`config.mk`:
```
export PLATFORM = sky130hd
export DESIGN_NAME = shrp_host_port
export DESIGN_NICKNAME = d
export VERILOG_FILES = /design/src/shrp_pkg.sv /design/src/shrp_host_port.sv /design/src/shrp_pcm_regs.sv
export VERILOG_INCLUDE_DIRS = /design/src
export SDC_FILE = /design/constraint.sdc
export NUM_CORES = 2
export LEC_CHECK = 0
export ABC_AREA = 1
export BUFFER_PORTS_ARGS = -buffer_cell sky130_fd_sc_hd__buf_4
export CAP_MARGIN = 20
export CORE_MARGIN = 3
export CORE_UTILIZATION = 44
export CTS_CLUSTER_DIAMETER = 200
export DETAILED_ROUTE_END_ITERATION = 16
export HOLD_SLACK_MARGIN = 0.12
export MAX_ROUTING_LAYER = met4
export PLACE_DENSITY = 0.63
export SLEW_MARGIN = 20
export SYNTH_ARGS = -nofsm -noshare
export SYNTH_HDL_FRONTEND = slang
export SYNTH_SLANG_ARGS = --single-unit
```
`constraint.sdc`:
```
create_clock -name ref_clk -period 4 [get_ports ref_clk]
set_input_delay 0.8 -clock ref_clk [delete_from_list [all_inputs] [get_ports ref_clk]]
set_output_delay 0.8 -clock ref_clk [all_outputs]
set_load 0.02 [all_outputs]
```
`src/shrp_cfg.svh`:
```
`ifndef SHRP_CFG_SVH
`define SHRP_CFG_SVH

// ==========================================================
// host wait intervals, in master clock cycles
`define SHRP_FM_WAIT_CYC 7'h38
`define SHRP_PCM_WAIT_CYC 7'h58

// ==========================================================
// status byte bit positions
`define SHRP_ST_IRQ_BIT 7
`define SHRP_ST_T1_BIT 6
`define SHRP_ST_T2_BIT 5
`define SHRP_ST_LD_BIT 1
`define SHRP_ST_BUSY_BIT 0

// ==========================================================
// location of the extension enable bit in fm array 1
`define SHRP_EXT_EN_INDEX 8'h05
`define SHRP_EXT_EN_BIT 0

// ==========================================================
// reset values
`define SHRP_BYTE_RST 8'h00

`endif

```
`src/shrp_pkg.sv`:
```
package shrp_pkg;

  // decoded kind of host cycle
  typedef enum logic [2:0] {
    SHRP_ACC_NONE,
    SHRP_ACC_FM_ADDR,
    SHRP_ACC_FM_DATA,
    SHRP_ACC_PCM_ADDR,
    SHRP_ACC_PCM_DATA
  } shrp_acc_t;

  // write interval state
  typedef enum logic {
    SHRP_ST_IDLE,
    SHRP_ST_BUSY
  } shrp_state_t;

endpackage

```
`src/shrp_host_port.sv`:
```
`timescale 1ns/1ps
`include "shrp_cfg.svh"
// What this block does
// - eight-bit data bus, three address bits, active-low strobes
// - deselected: bus released, strobes and address ignored
// - read at address zero drives status byte
// - address write latches fm index, a1 picks array
// - fm data write goes to last index
// - pcm address write latches pcm index
// - pcm data write stores into indexed register
// - pcm data read returns indexed register
// - fm registers have no read path
// - master clock in, half rate clock out
// - status: irq, timer flags, loading, busy
// - busy shown only once extension enabled
// - pcm space locked until extension enabled
module shrp_host_port (
  // clock and reset
  input wire logic ref_clk,
  input wire logic rstn,
  // host strobes and address
  input wire logic cs_n,
  input wire logic rd_n,
  input wire logic wr_n,
  input wire logic host_addr_bit0,
  input wire logic fm_array_select,
  input wire logic pcm_space_select,
  // host data bus, split into three signals
  input wire logic [7:0] data_in,
  output logic [7:0] data_out,
  output logic data_oe,
  // status flags from the synthesis core
  input wire logic irq_flag,
  input wire logic timer_one_flag,
  input wire logic timer_two_flag,
  input wire logic header_loading_flag,
  // fm register write towards the core
  output logic fm_wr_stb,
  output logic fm_wr_array,
  output logic [7:0] fm_wr_index,
  output logic [7:0] fm_wr_data,
  // pcm register write towards the core
  output logic pcm_wr_stb,
  output logic [7:0] pcm_wr_index,
  output logic [7:0] pcm_wr_data,
  // mode and timing status
  output logic extension_enable_bit,
  output logic write_busy,
  output logic half_rate_clock_out
);
  // ==========================================================
  // declarations
  logic rst_meta_ff; // reset release stage one
  logic rst_sync_ff; // reset release stage two
  logic rst_n; // internal reset
  logic wr_n_q_ff; // previous write strobe level
  logic cap_valid_ff; // a selected write strobe is active
  logic [2:0] cap_addr_ff; // address captured during strobe
  logic [7:0] cap_data_ff; // data captured during strobe
  logic wr_done; // rising edge of a selected write
  shrp_pkg::shrp_acc_t wr_kind; // decoded kind of finished write
  logic fm_array_ff; // array picked by last fm address write
  logic [7:0] fm_index_ff; // last fm index
  logic [7:0] fm_data_ff; // last fm data
  logic fm_stb_ff; // fm write pulse
  logic [7:0] pcm_index_ff; // last pcm index
  logic [7:0] pcm_data_ff; // last pcm data
  logic pcm_stb_ff; // pcm write pulse
  logic ext_en_ff; // extension enable
  shrp_pkg::shrp_state_t state_ff; // write interval state
  shrp_pkg::shrp_state_t nxt_state;
  logic [6:0] wait_cnt_ff; // cycles left in interval
  logic [6:0] nxt_wait_cnt;
  logic [7:0] status_byte; // assembled status
  logic [7:0] pcm_rd_data; // registered read from store
  logic [7:0] data_out_ff; // bus drive value
  logic data_oe_ff; // bus drive enable
  logic clk_div_ff; // half rate divider
  logic rd_status; // status read cycle decoded
  logic rd_pcm; // pcm read cycle decoded
  // ==========================================================
  // decode of an address into a cycle kind
  function automatic shrp_pkg::shrp_acc_t shrp_decode(input logic [2:0] a, input logic ext_en);
    shrp_pkg::shrp_acc_t k;
    k = shrp_pkg::SHRP_ACC_NONE;
    if (!a[2] && !a[0]) begin
      k = shrp_pkg::SHRP_ACC_FM_ADDR;
    end else if (!a[2] && a[0]) begin
      k = shrp_pkg::SHRP_ACC_FM_DATA; // a1 is a don't care here
    end else if (ext_en && !a[1] && !a[0]) begin
      k = shrp_pkg::SHRP_ACC_PCM_ADDR;
    end else if (ext_en && !a[1] && a[0]) begin
      k = shrp_pkg::SHRP_ACC_PCM_DATA;
    end
    return k;
  endfunction
  // ==========================================================
  // reset release through two flops
  always_ff @(posedge ref_clk or negedge rstn) begin
    if (!rstn) begin
      rst_meta_ff <= 1'b0;
      rst_sync_ff <= 1'b0;
    end else begin
      rst_meta_ff <= 1'b1;
      rst_sync_ff <= rst_meta_ff;
    end
  end
  assign rst_n = rst_sync_ff;
  // ==========================================================
  // half rate clock for external use
  always_ff @(posedge ref_clk or negedge rst_n) begin
    if (!rst_n) begin
      clk_div_ff <= 1'b0;
    end else begin
      clk_div_ff <= ~clk_div_ff;
    end
  end
  // ==========================================================
  // write strobe capture, address and data sampled every cycle while strobe low
  always_ff @(posedge ref_clk or negedge rst_n) begin
    if (!rst_n) begin
      wr_n_q_ff <= 1'b1;
      cap_valid_ff <= 1'b0;
      cap_addr_ff <= 3'h0;
      cap_data_ff <= `SHRP_BYTE_RST;
    end else begin
      wr_n_q_ff <= wr_n;
      if (!cs_n && !wr_n && rd_n) begin
        cap_valid_ff <= 1'b1;
        cap_addr_ff <= {pcm_space_select, fm_array_select, host_addr_bit0};
        cap_data_ff <= data_in;
      end else if (wr_n || cs_n) begin
        cap_valid_ff <= 1'b0; // deselect abandons the cycle
      end
    end
  end
  // the write takes effect when the strobe goes high again
  assign wr_done = cap_valid_ff && !wr_n_q_ff && wr_n;
  assign wr_kind = wr_done ? shrp_decode(cap_addr_ff, ext_en_ff) : shrp_pkg::SHRP_ACC_NONE;
  // ==========================================================
  // fm index and data writes
  always_ff @(posedge ref_clk or negedge rst_n) begin
    if (!rst_n) begin
      fm_array_ff <= 1'b0;
      fm_index_ff <= `SHRP_BYTE_RST;
      fm_data_ff <= `SHRP_BYTE_RST;
      fm_stb_ff <= 1'b0;
    end else begin
      fm_stb_ff <= 1'b0;
      case (wr_kind)
        shrp_pkg::SHRP_ACC_FM_ADDR: begin
          fm_array_ff <= cap_addr_ff[1];
          fm_index_ff <= cap_data_ff;
        end
        shrp_pkg::SHRP_ACC_FM_DATA: begin
          fm_data_ff <= cap_data_ff;
          fm_stb_ff <= 1'b1;
        end
        default: begin
        end
      endcase
    end
  end
  // ==========================================================
  // extension enable, tracked from fm array 1 writes
  always_ff @(posedge ref_clk or negedge rst_n) begin
    if (!rst_n) begin
      ext_en_ff <= 1'b0;
    end else if (wr_kind == shrp_pkg::SHRP_ACC_FM_DATA && fm_array_ff
                 && fm_index_ff == `SHRP_EXT_EN_INDEX) begin
      ext_en_ff <= cap_data_ff[`SHRP_EXT_EN_BIT];
    end
  end
  // ==========================================================
  // pcm index and data writes
  always_ff @(posedge ref_clk or negedge rst_n) begin
    if (!rst_n) begin
      pcm_index_ff <= `SHRP_BYTE_RST;
      pcm_data_ff <= `SHRP_BYTE_RST;
      pcm_stb_ff <= 1'b0;
    end else begin
      pcm_stb_ff <= 1'b0;
      case (wr_kind)
        shrp_pkg::SHRP_ACC_PCM_ADDR: begin
          pcm_index_ff <= cap_data_ff;
        end
        shrp_pkg::SHRP_ACC_PCM_DATA: begin
          pcm_data_ff <= cap_data_ff;
          pcm_stb_ff <= 1'b1;
        end
        default: begin
        end
      endcase
    end
  end
  // pcm register store, written on the same edge as the pulse
  shrp_pcm_regs #(
    .AW(8),
    .DW(8)
  ) u_pcm_regs (
    .clk(ref_clk),
    .rst_n(rst_n),
    .wr_en(wr_kind == shrp_pkg::SHRP_ACC_PCM_DATA),
    .wr_addr(pcm_index_ff),
    .wr_data(cap_data_ff),
    .rd_addr(pcm_index_ff),
    .rd_data(pcm_rd_data)
  );
  // ==========================================================
  // write interval: busy for the host wait after each write decoded while idle
  always_comb begin
    nxt_state = state_ff;
    nxt_wait_cnt = wait_cnt_ff;
    case (state_ff)
      shrp_pkg::SHRP_ST_IDLE: begin
        if (wr_kind != shrp_pkg::SHRP_ACC_NONE) begin
          nxt_state = shrp_pkg::SHRP_ST_BUSY;
          // pcm space needs the longer interval
          nxt_wait_cnt = cap_addr_ff[2] ? `SHRP_PCM_WAIT_CYC : `SHRP_FM_WAIT_CYC;
        end
      end
      shrp_pkg::SHRP_ST_BUSY: begin
        if (wait_cnt_ff == 7'h01) begin
          nxt_state = shrp_pkg::SHRP_ST_IDLE; // clears itself
          nxt_wait_cnt = 7'h00;
        end else begin
          nxt_wait_cnt = wait_cnt_ff - 7'h01;
        end
      end
      default: begin
        nxt_state = shrp_pkg::SHRP_ST_IDLE;
        nxt_wait_cnt = 7'h00;
      end
    endcase
  end
  // interval registers
  always_ff @(posedge ref_clk or negedge rst_n) begin
    if (!rst_n) begin
      state_ff <= shrp_pkg::SHRP_ST_IDLE;
      wait_cnt_ff <= 7'h00;
    end else begin
      state_ff <= nxt_state;
      wait_cnt_ff <= nxt_wait_cnt;
    end
  end
  // ==========================================================
  // status byte assembly
  always_comb begin
    status_byte = `SHRP_BYTE_RST;
    status_byte[`SHRP_ST_IRQ_BIT] = irq_flag;
    status_byte[`SHRP_ST_T1_BIT] = timer_one_flag;
    status_byte[`SHRP_ST_T2_BIT] = timer_two_flag;
    status_byte[`SHRP_ST_LD_BIT] = ext_en_ff && header_loading_flag;
    status_byte[`SHRP_ST_BUSY_BIT] = ext_en_ff && (state_ff == shrp_pkg::SHRP_ST_BUSY);
  end
  // read cycle decode; of the fm addresses only zero (status) drives the bus
  assign rd_status = !cs_n && !rd_n && wr_n && !pcm_space_select && !fm_array_select
                     && !host_addr_bit0;
  assign rd_pcm = !cs_n && !rd_n && wr_n && ext_en_ff && pcm_space_select && !fm_array_select
                  && host_addr_bit0;
  // ==========================================================
  // host data bus drive
  always_ff @(posedge ref_clk or negedge rst_n) begin
    if (!rst_n) begin
      data_out_ff <= `SHRP_BYTE_RST;
      data_oe_ff <= 1'b0;
    end else begin
      data_oe_ff <= rd_status || rd_pcm; // released when deselected
      if (rd_pcm) begin
        data_out_ff <= pcm_rd_data;
      end else if (rd_status) begin
        data_out_ff <= status_byte;
      end else begin
        data_out_ff <= `SHRP_BYTE_RST;
      end
    end
  end
  // ==========================================================
  // outputs, all from flops
  assign data_out = data_out_ff;
  assign data_oe = data_oe_ff;
  assign fm_wr_stb = fm_stb_ff;
  assign fm_wr_array = fm_array_ff;
  assign fm_wr_index = fm_index_ff;
  assign fm_wr_data = fm_data_ff;
  assign pcm_wr_stb = pcm_stb_ff;
  assign pcm_wr_index = pcm_index_ff;
  assign pcm_wr_data = pcm_data_ff;
  assign extension_enable_bit = ext_en_ff;
  assign write_busy = (state_ff == shrp_pkg::SHRP_ST_BUSY);
  assign half_rate_clock_out = clk_div_ff;
endmodule

```
`src/shrp_pcm_regs.sv`:
```
`timescale 1ns/1ps

// ==========================================================
// pcm and mixing register store, registered read data
module shrp_pcm_regs #(
  parameter int AW = 8,
  parameter int DW = 8
) (
  // clock and reset
  input wire logic clk,
  input wire logic rst_n,
  // write port
  input wire logic wr_en,
  input wire logic [AW-1:0] wr_addr,
  input wire logic [DW-1:0] wr_data,
  // read port
  input wire logic [AW-1:0] rd_addr,
  output logic [DW-1:0] rd_data
);

  logic [DW-1:0] mem [0:(1<<AW)-1]; // register array, not reset
  logic [DW-1:0] rd_data_ff; // read data register

  // store host writes
  always_ff @(posedge clk) begin
    if (wr_en) begin
      mem[wr_addr] <= wr_data;
    end
  end

  // read data comes out of a flop
  always_ff @(posedge clk or negedge rst_n) begin
    if (!rst_n) begin
      rd_data_ff <= '0;
    end else begin
      rd_data_ff <= mem[rd_addr];
    end
  end

  assign rd_data = rd_data_ff;

endmodule

```
==> impl_metrics.py <==
metrics = {
    "setup_path": {
        "path_max_fanout": 20,
        "crit_path_max_incr_delay_ns": 0.77,
        "end_kind": "flop",
        "rr_startpoint": "pcm_wr_index[5]",
        "start_kind": "primary input",
        "path_class": "primary input to flop",
        "cpLargestDelayFamily": "simple AND/OR/NAND/NOR gates",
        "ff2ff_setup_slack_ns": 0.56,
        "required_ns": 4.49,
        "path_buf_inv": 5,
        "reg2reg_depth": 4,
        "crit_slowest_cell": "nor2_1",
        "cp_cell_sequence": "dlygate4sd3_1 > buf_4 > inv_2 > nor3_4 > inv_1 > nor4_4 > inv_2 > nor3_4 > nand2_4 > nor2_1",
        "crit_arrival_ns": 4.09,
        "r2r_end": "u_pcm_regs.mem[181][7]",
    },
    "cells_and_area": {
        "layout-drive-gt1-share_pct": 7.68,
        "seq_area_sq_um": 63500,
        "nets": 8109,
        "multi_input_area_sq_um": 21900,
        "final-instance-count-excl-fill": 10898,
        "final_cell_mix": "nand2_1, edfxtp_1, nand3_1",
        "layout_commonest_cell": "nand2_1",
        "syn_to_final_growth_pct": 12.9,
        "fill_cells": 17277,
    },
    "clocking": {
        "cts_max_level": 4,
        "clk_latency_ns": 0.87,
        "clk_pin_slew_ns": 0.06,
        "cts_tree": "built",
        "numCtsBuffers": 213,
        "numClockSinks": 2125,
        "cts.path.max_buffers": 3,
        "root_buffer": "clkbuf_16",
    },
    "yosys": {
        "ys_warn_count": 0,
        "synth.distinct_cells": 34,
        "syn-instance-count": 8068,
        "syn_avg_cell_area_sq_um": 10.8,
        "synth-seq-cells": 2125,
        "seq_area_frac_synth_pct": 72.5,
        "syn-num-nets": 8090,
        "synth_area_sq_um": 87400,
    },
    "route": {
        "wl_per_cell_um": 21.6,
        "detail-route-antenna-nets": 0,
        "initialDrtViolationCount": 6706,
        "dr.pass1.iters": 6,
        "drc": 0,
        "vias": 58738,
        "avgViaCountPerCell": 5.39,
        "finalWirelength_um": 236000,
    },
    "sta": {
        "tightest_slew_ns": 1.05,
        "max_freq_ghz": 0.277,
        "rsz0062_at_grt": "false",
        "fin_skew_ns": 0.0386,
        "fin_tns_setup_ns": 0,
        "period_minus_slack_ns": 3.61,
        "max_slew_margin_pct": 30.2,
        "setup_viol": 0,
        "min_period_over_period_pct": 90.2,
        "finalHoldViolations": 0,
        "slew_viol_final": 0,
    },
    "global_route": {
        "grt_pass1_wl_um": 353000,
        "track_usage_pct": 23.5,
        "grt_pass1_vias": 56531,
        "grt.overflow.total": 0,
        "antenna_found_initial": 6,
        "grt_max_degree": 204,
    },
    "die": {
        "dieArea_sq_um": 204000,
        "core_area_sq_um": 196000,
        "io_pins": 67,
        "dieHeight_um": 452,
        "die_width_um": 452,
        "start_util_pct": 44.6,
        "rows": 162,
    },
    "power": {
        "cellPowerDensity_nw_per_um2": 482,
        "power_leakage_nw": 37.6,
        "peakVddDrop_v": 0.000516,
    },
    "place": {
        "numPortBuffers": 66,
        "dp.cells": 10493,
        "place.detailed.hpwl_um": 138000,
        "place_congestion": 0.894,
    },
    "flow_run": {
        "cap_violations": 0,
    },
    "worst_hold_path": {
        "hold_class": "flop to asynchronous set/reset pin",
    },
    "run_status": {
        "status": "complete, no violations",
    },
}
[metrics by stage]
stage	util, %	cell area [sq um]	setup slack (ns)	total power, mW	hold WS, ns
after floorplan	-	87400	0.0134	26.8	0.331
after global placement	46.6	91500	0.195	27.9	0.338
after detailed placement	46.6	91500	0.108	27.9	0.339
after CTS	50.3	98600	0.457	47.8	0.146
after global routing	50.3	98700	0.290	48.8	0.173
final	50.3	98700	0.392	47.6	0.206
[sequential cells by signal (all words and copies together), names as in the netlist]
| name | flops |
|---|---|
| cap_addr_ff | 3 |
| cap_data_ff | 8 |
| cap_valid_ff | 1 |
| data_oe | 1 |
| data_out | 8 |
| extension_enable_bit | 1 |
| fm_wr_array | 1 |
| fm_wr_data | 8 |
| fm_wr_index | 8 |
| fm_wr_stb | 1 |
| half_rate_clock_out | 1 |
| pcm_wr_data | 8 |
| pcm_wr_index | 8 |
| pcm_wr_stb | 1 |
| rst_meta_ff | 1 |
| rst_n | 1 |
| u_pcm_regs.mem | 2048 |
| u_pcm_regs.rd_data | 8 |
| wait_cnt_ff | 7 |
| wr_n_q_ff | 1 |
| write_busy | 1 |
[metal layers]
metal | up-vias | global-route usage (%) | wire length (um)
met5 | - | - | 0
met4 | 0 | 7.30 | 6690
met1 | 28541 | 32.0 | 99800
met3 | 419 | 4.09 | 19500
li1 | 27207 | - | -
met2 | 2571 | 36.2 | 110000
[cells in the mapped netlist, drive strengths merged]
| cell type | number | area [sq um] |
|---|---|---|
| nand4 | 132 | 826 |
| nand3 | 564 | 2820 |
| edfxtp | 2048 | 61500 |
| o211ai | 1 | 7.51 |
| a31oi | 1 | 6.26 |
| ha | 2 | 25.0 |
| nor2 | 368 | 1410 |
| or3 | 1 | 6.26 |
| dfstp | 1 | 26.3 |
| o22ai | 6 | 37.5 |
| conb | 1 | 3.75 |
| nand2 | 4158 | 15700 |
| o21ai | 168 | 841 |
| clkbuf | 313 | 1170 |
| mux2 | 1 | 11.3 |
| buf | 148 | 756 |
| xnor2 | 1 | 8.76 |
| o32ai | 1 | 8.76 |
| a21oi | 10 | 50.1 |
| inv | 52 | 195 |
| o21a | 1 | 7.51 |
| dfrtp | 76 | 1900 |
| clkinv | 1 | 3.75 |
| nor4 | 1 | 21.3 |
| nor3 | 10 | 93.8 |
| xor2 | 2 | 17.5 |
[worst reg2reg max path, stage by stage (launching register included)]
cell and delay [ns]:
dfrtp_1 0.60, nand2_1 0.12, inv_1 0.68, nand2_1 0.84, nor2_1 0.86
[report_power, final]
part | internal (mW) | switching (mW) | total, mW | leakage, nW
Combinational | 0.352 | 1.41 | 1.76 | 15.0
Clock | 11.4 | 8.70 | 20.1 | 3.44
Sequential | 25.3 | 0.389 | 25.7 | 19.2
[timing repair]
item | CTS | global route
endpoints found under the hold margin | 3 | 0
gates resized for setup | 0 | 0
setup endpoints to repair | 0 | 0
hold buffers | 2 | 0
setup buffers | 0 | 0
[worst max-delay path by stage]
stage	cells after the start	startpoint	slack, ns	end
finish	10	wr_n	0.39	u_pcm_regs.mem[73][6]
global route	10	wr_n	0.29	u_pcm_regs.mem[83][1]
CTS	3	pcm_wr_index[0]	0.46	pcm_wr_index[0]
detailed placement	9	wr_n	0.11	u_pcm_regs.mem[83][1]
global placement	9	wr_n	0.20	u_pcm_regs.mem[179][4]
floorplan	0	cap_data_ff[1]	0.01	u_pcm_regs.mem[0][1]
[cell type report]
cell class / count / share of cell area (%)
Timing Repair Buffer: 265 / 2.68
Clock buffer: 252 / 5.60
Tap cell: 2624 / 3.33
Inverter: 53 / 0.222
Clock inverter: 145 / 1.62
Multi-Input combinational cell: 5429 / 22.2
Sequential cell: 2125 / 64.3
Antenna cell: 5 / 0.0127
[cell families after synthesis]
group,count (synthesis),share of synthesized area [%]
xor gates and xnor gates,3,0.0301
other,1,0.00429
muxes,1,0.0129
and+or+nand+nor,5234,23.8
DFF,2125,72.5
adders and majority gates,2,0.0286
AOI/OAI and AO/OA,188,1.10
buffers and inverters,514,2.44
(Power assumes the default switching activity.)
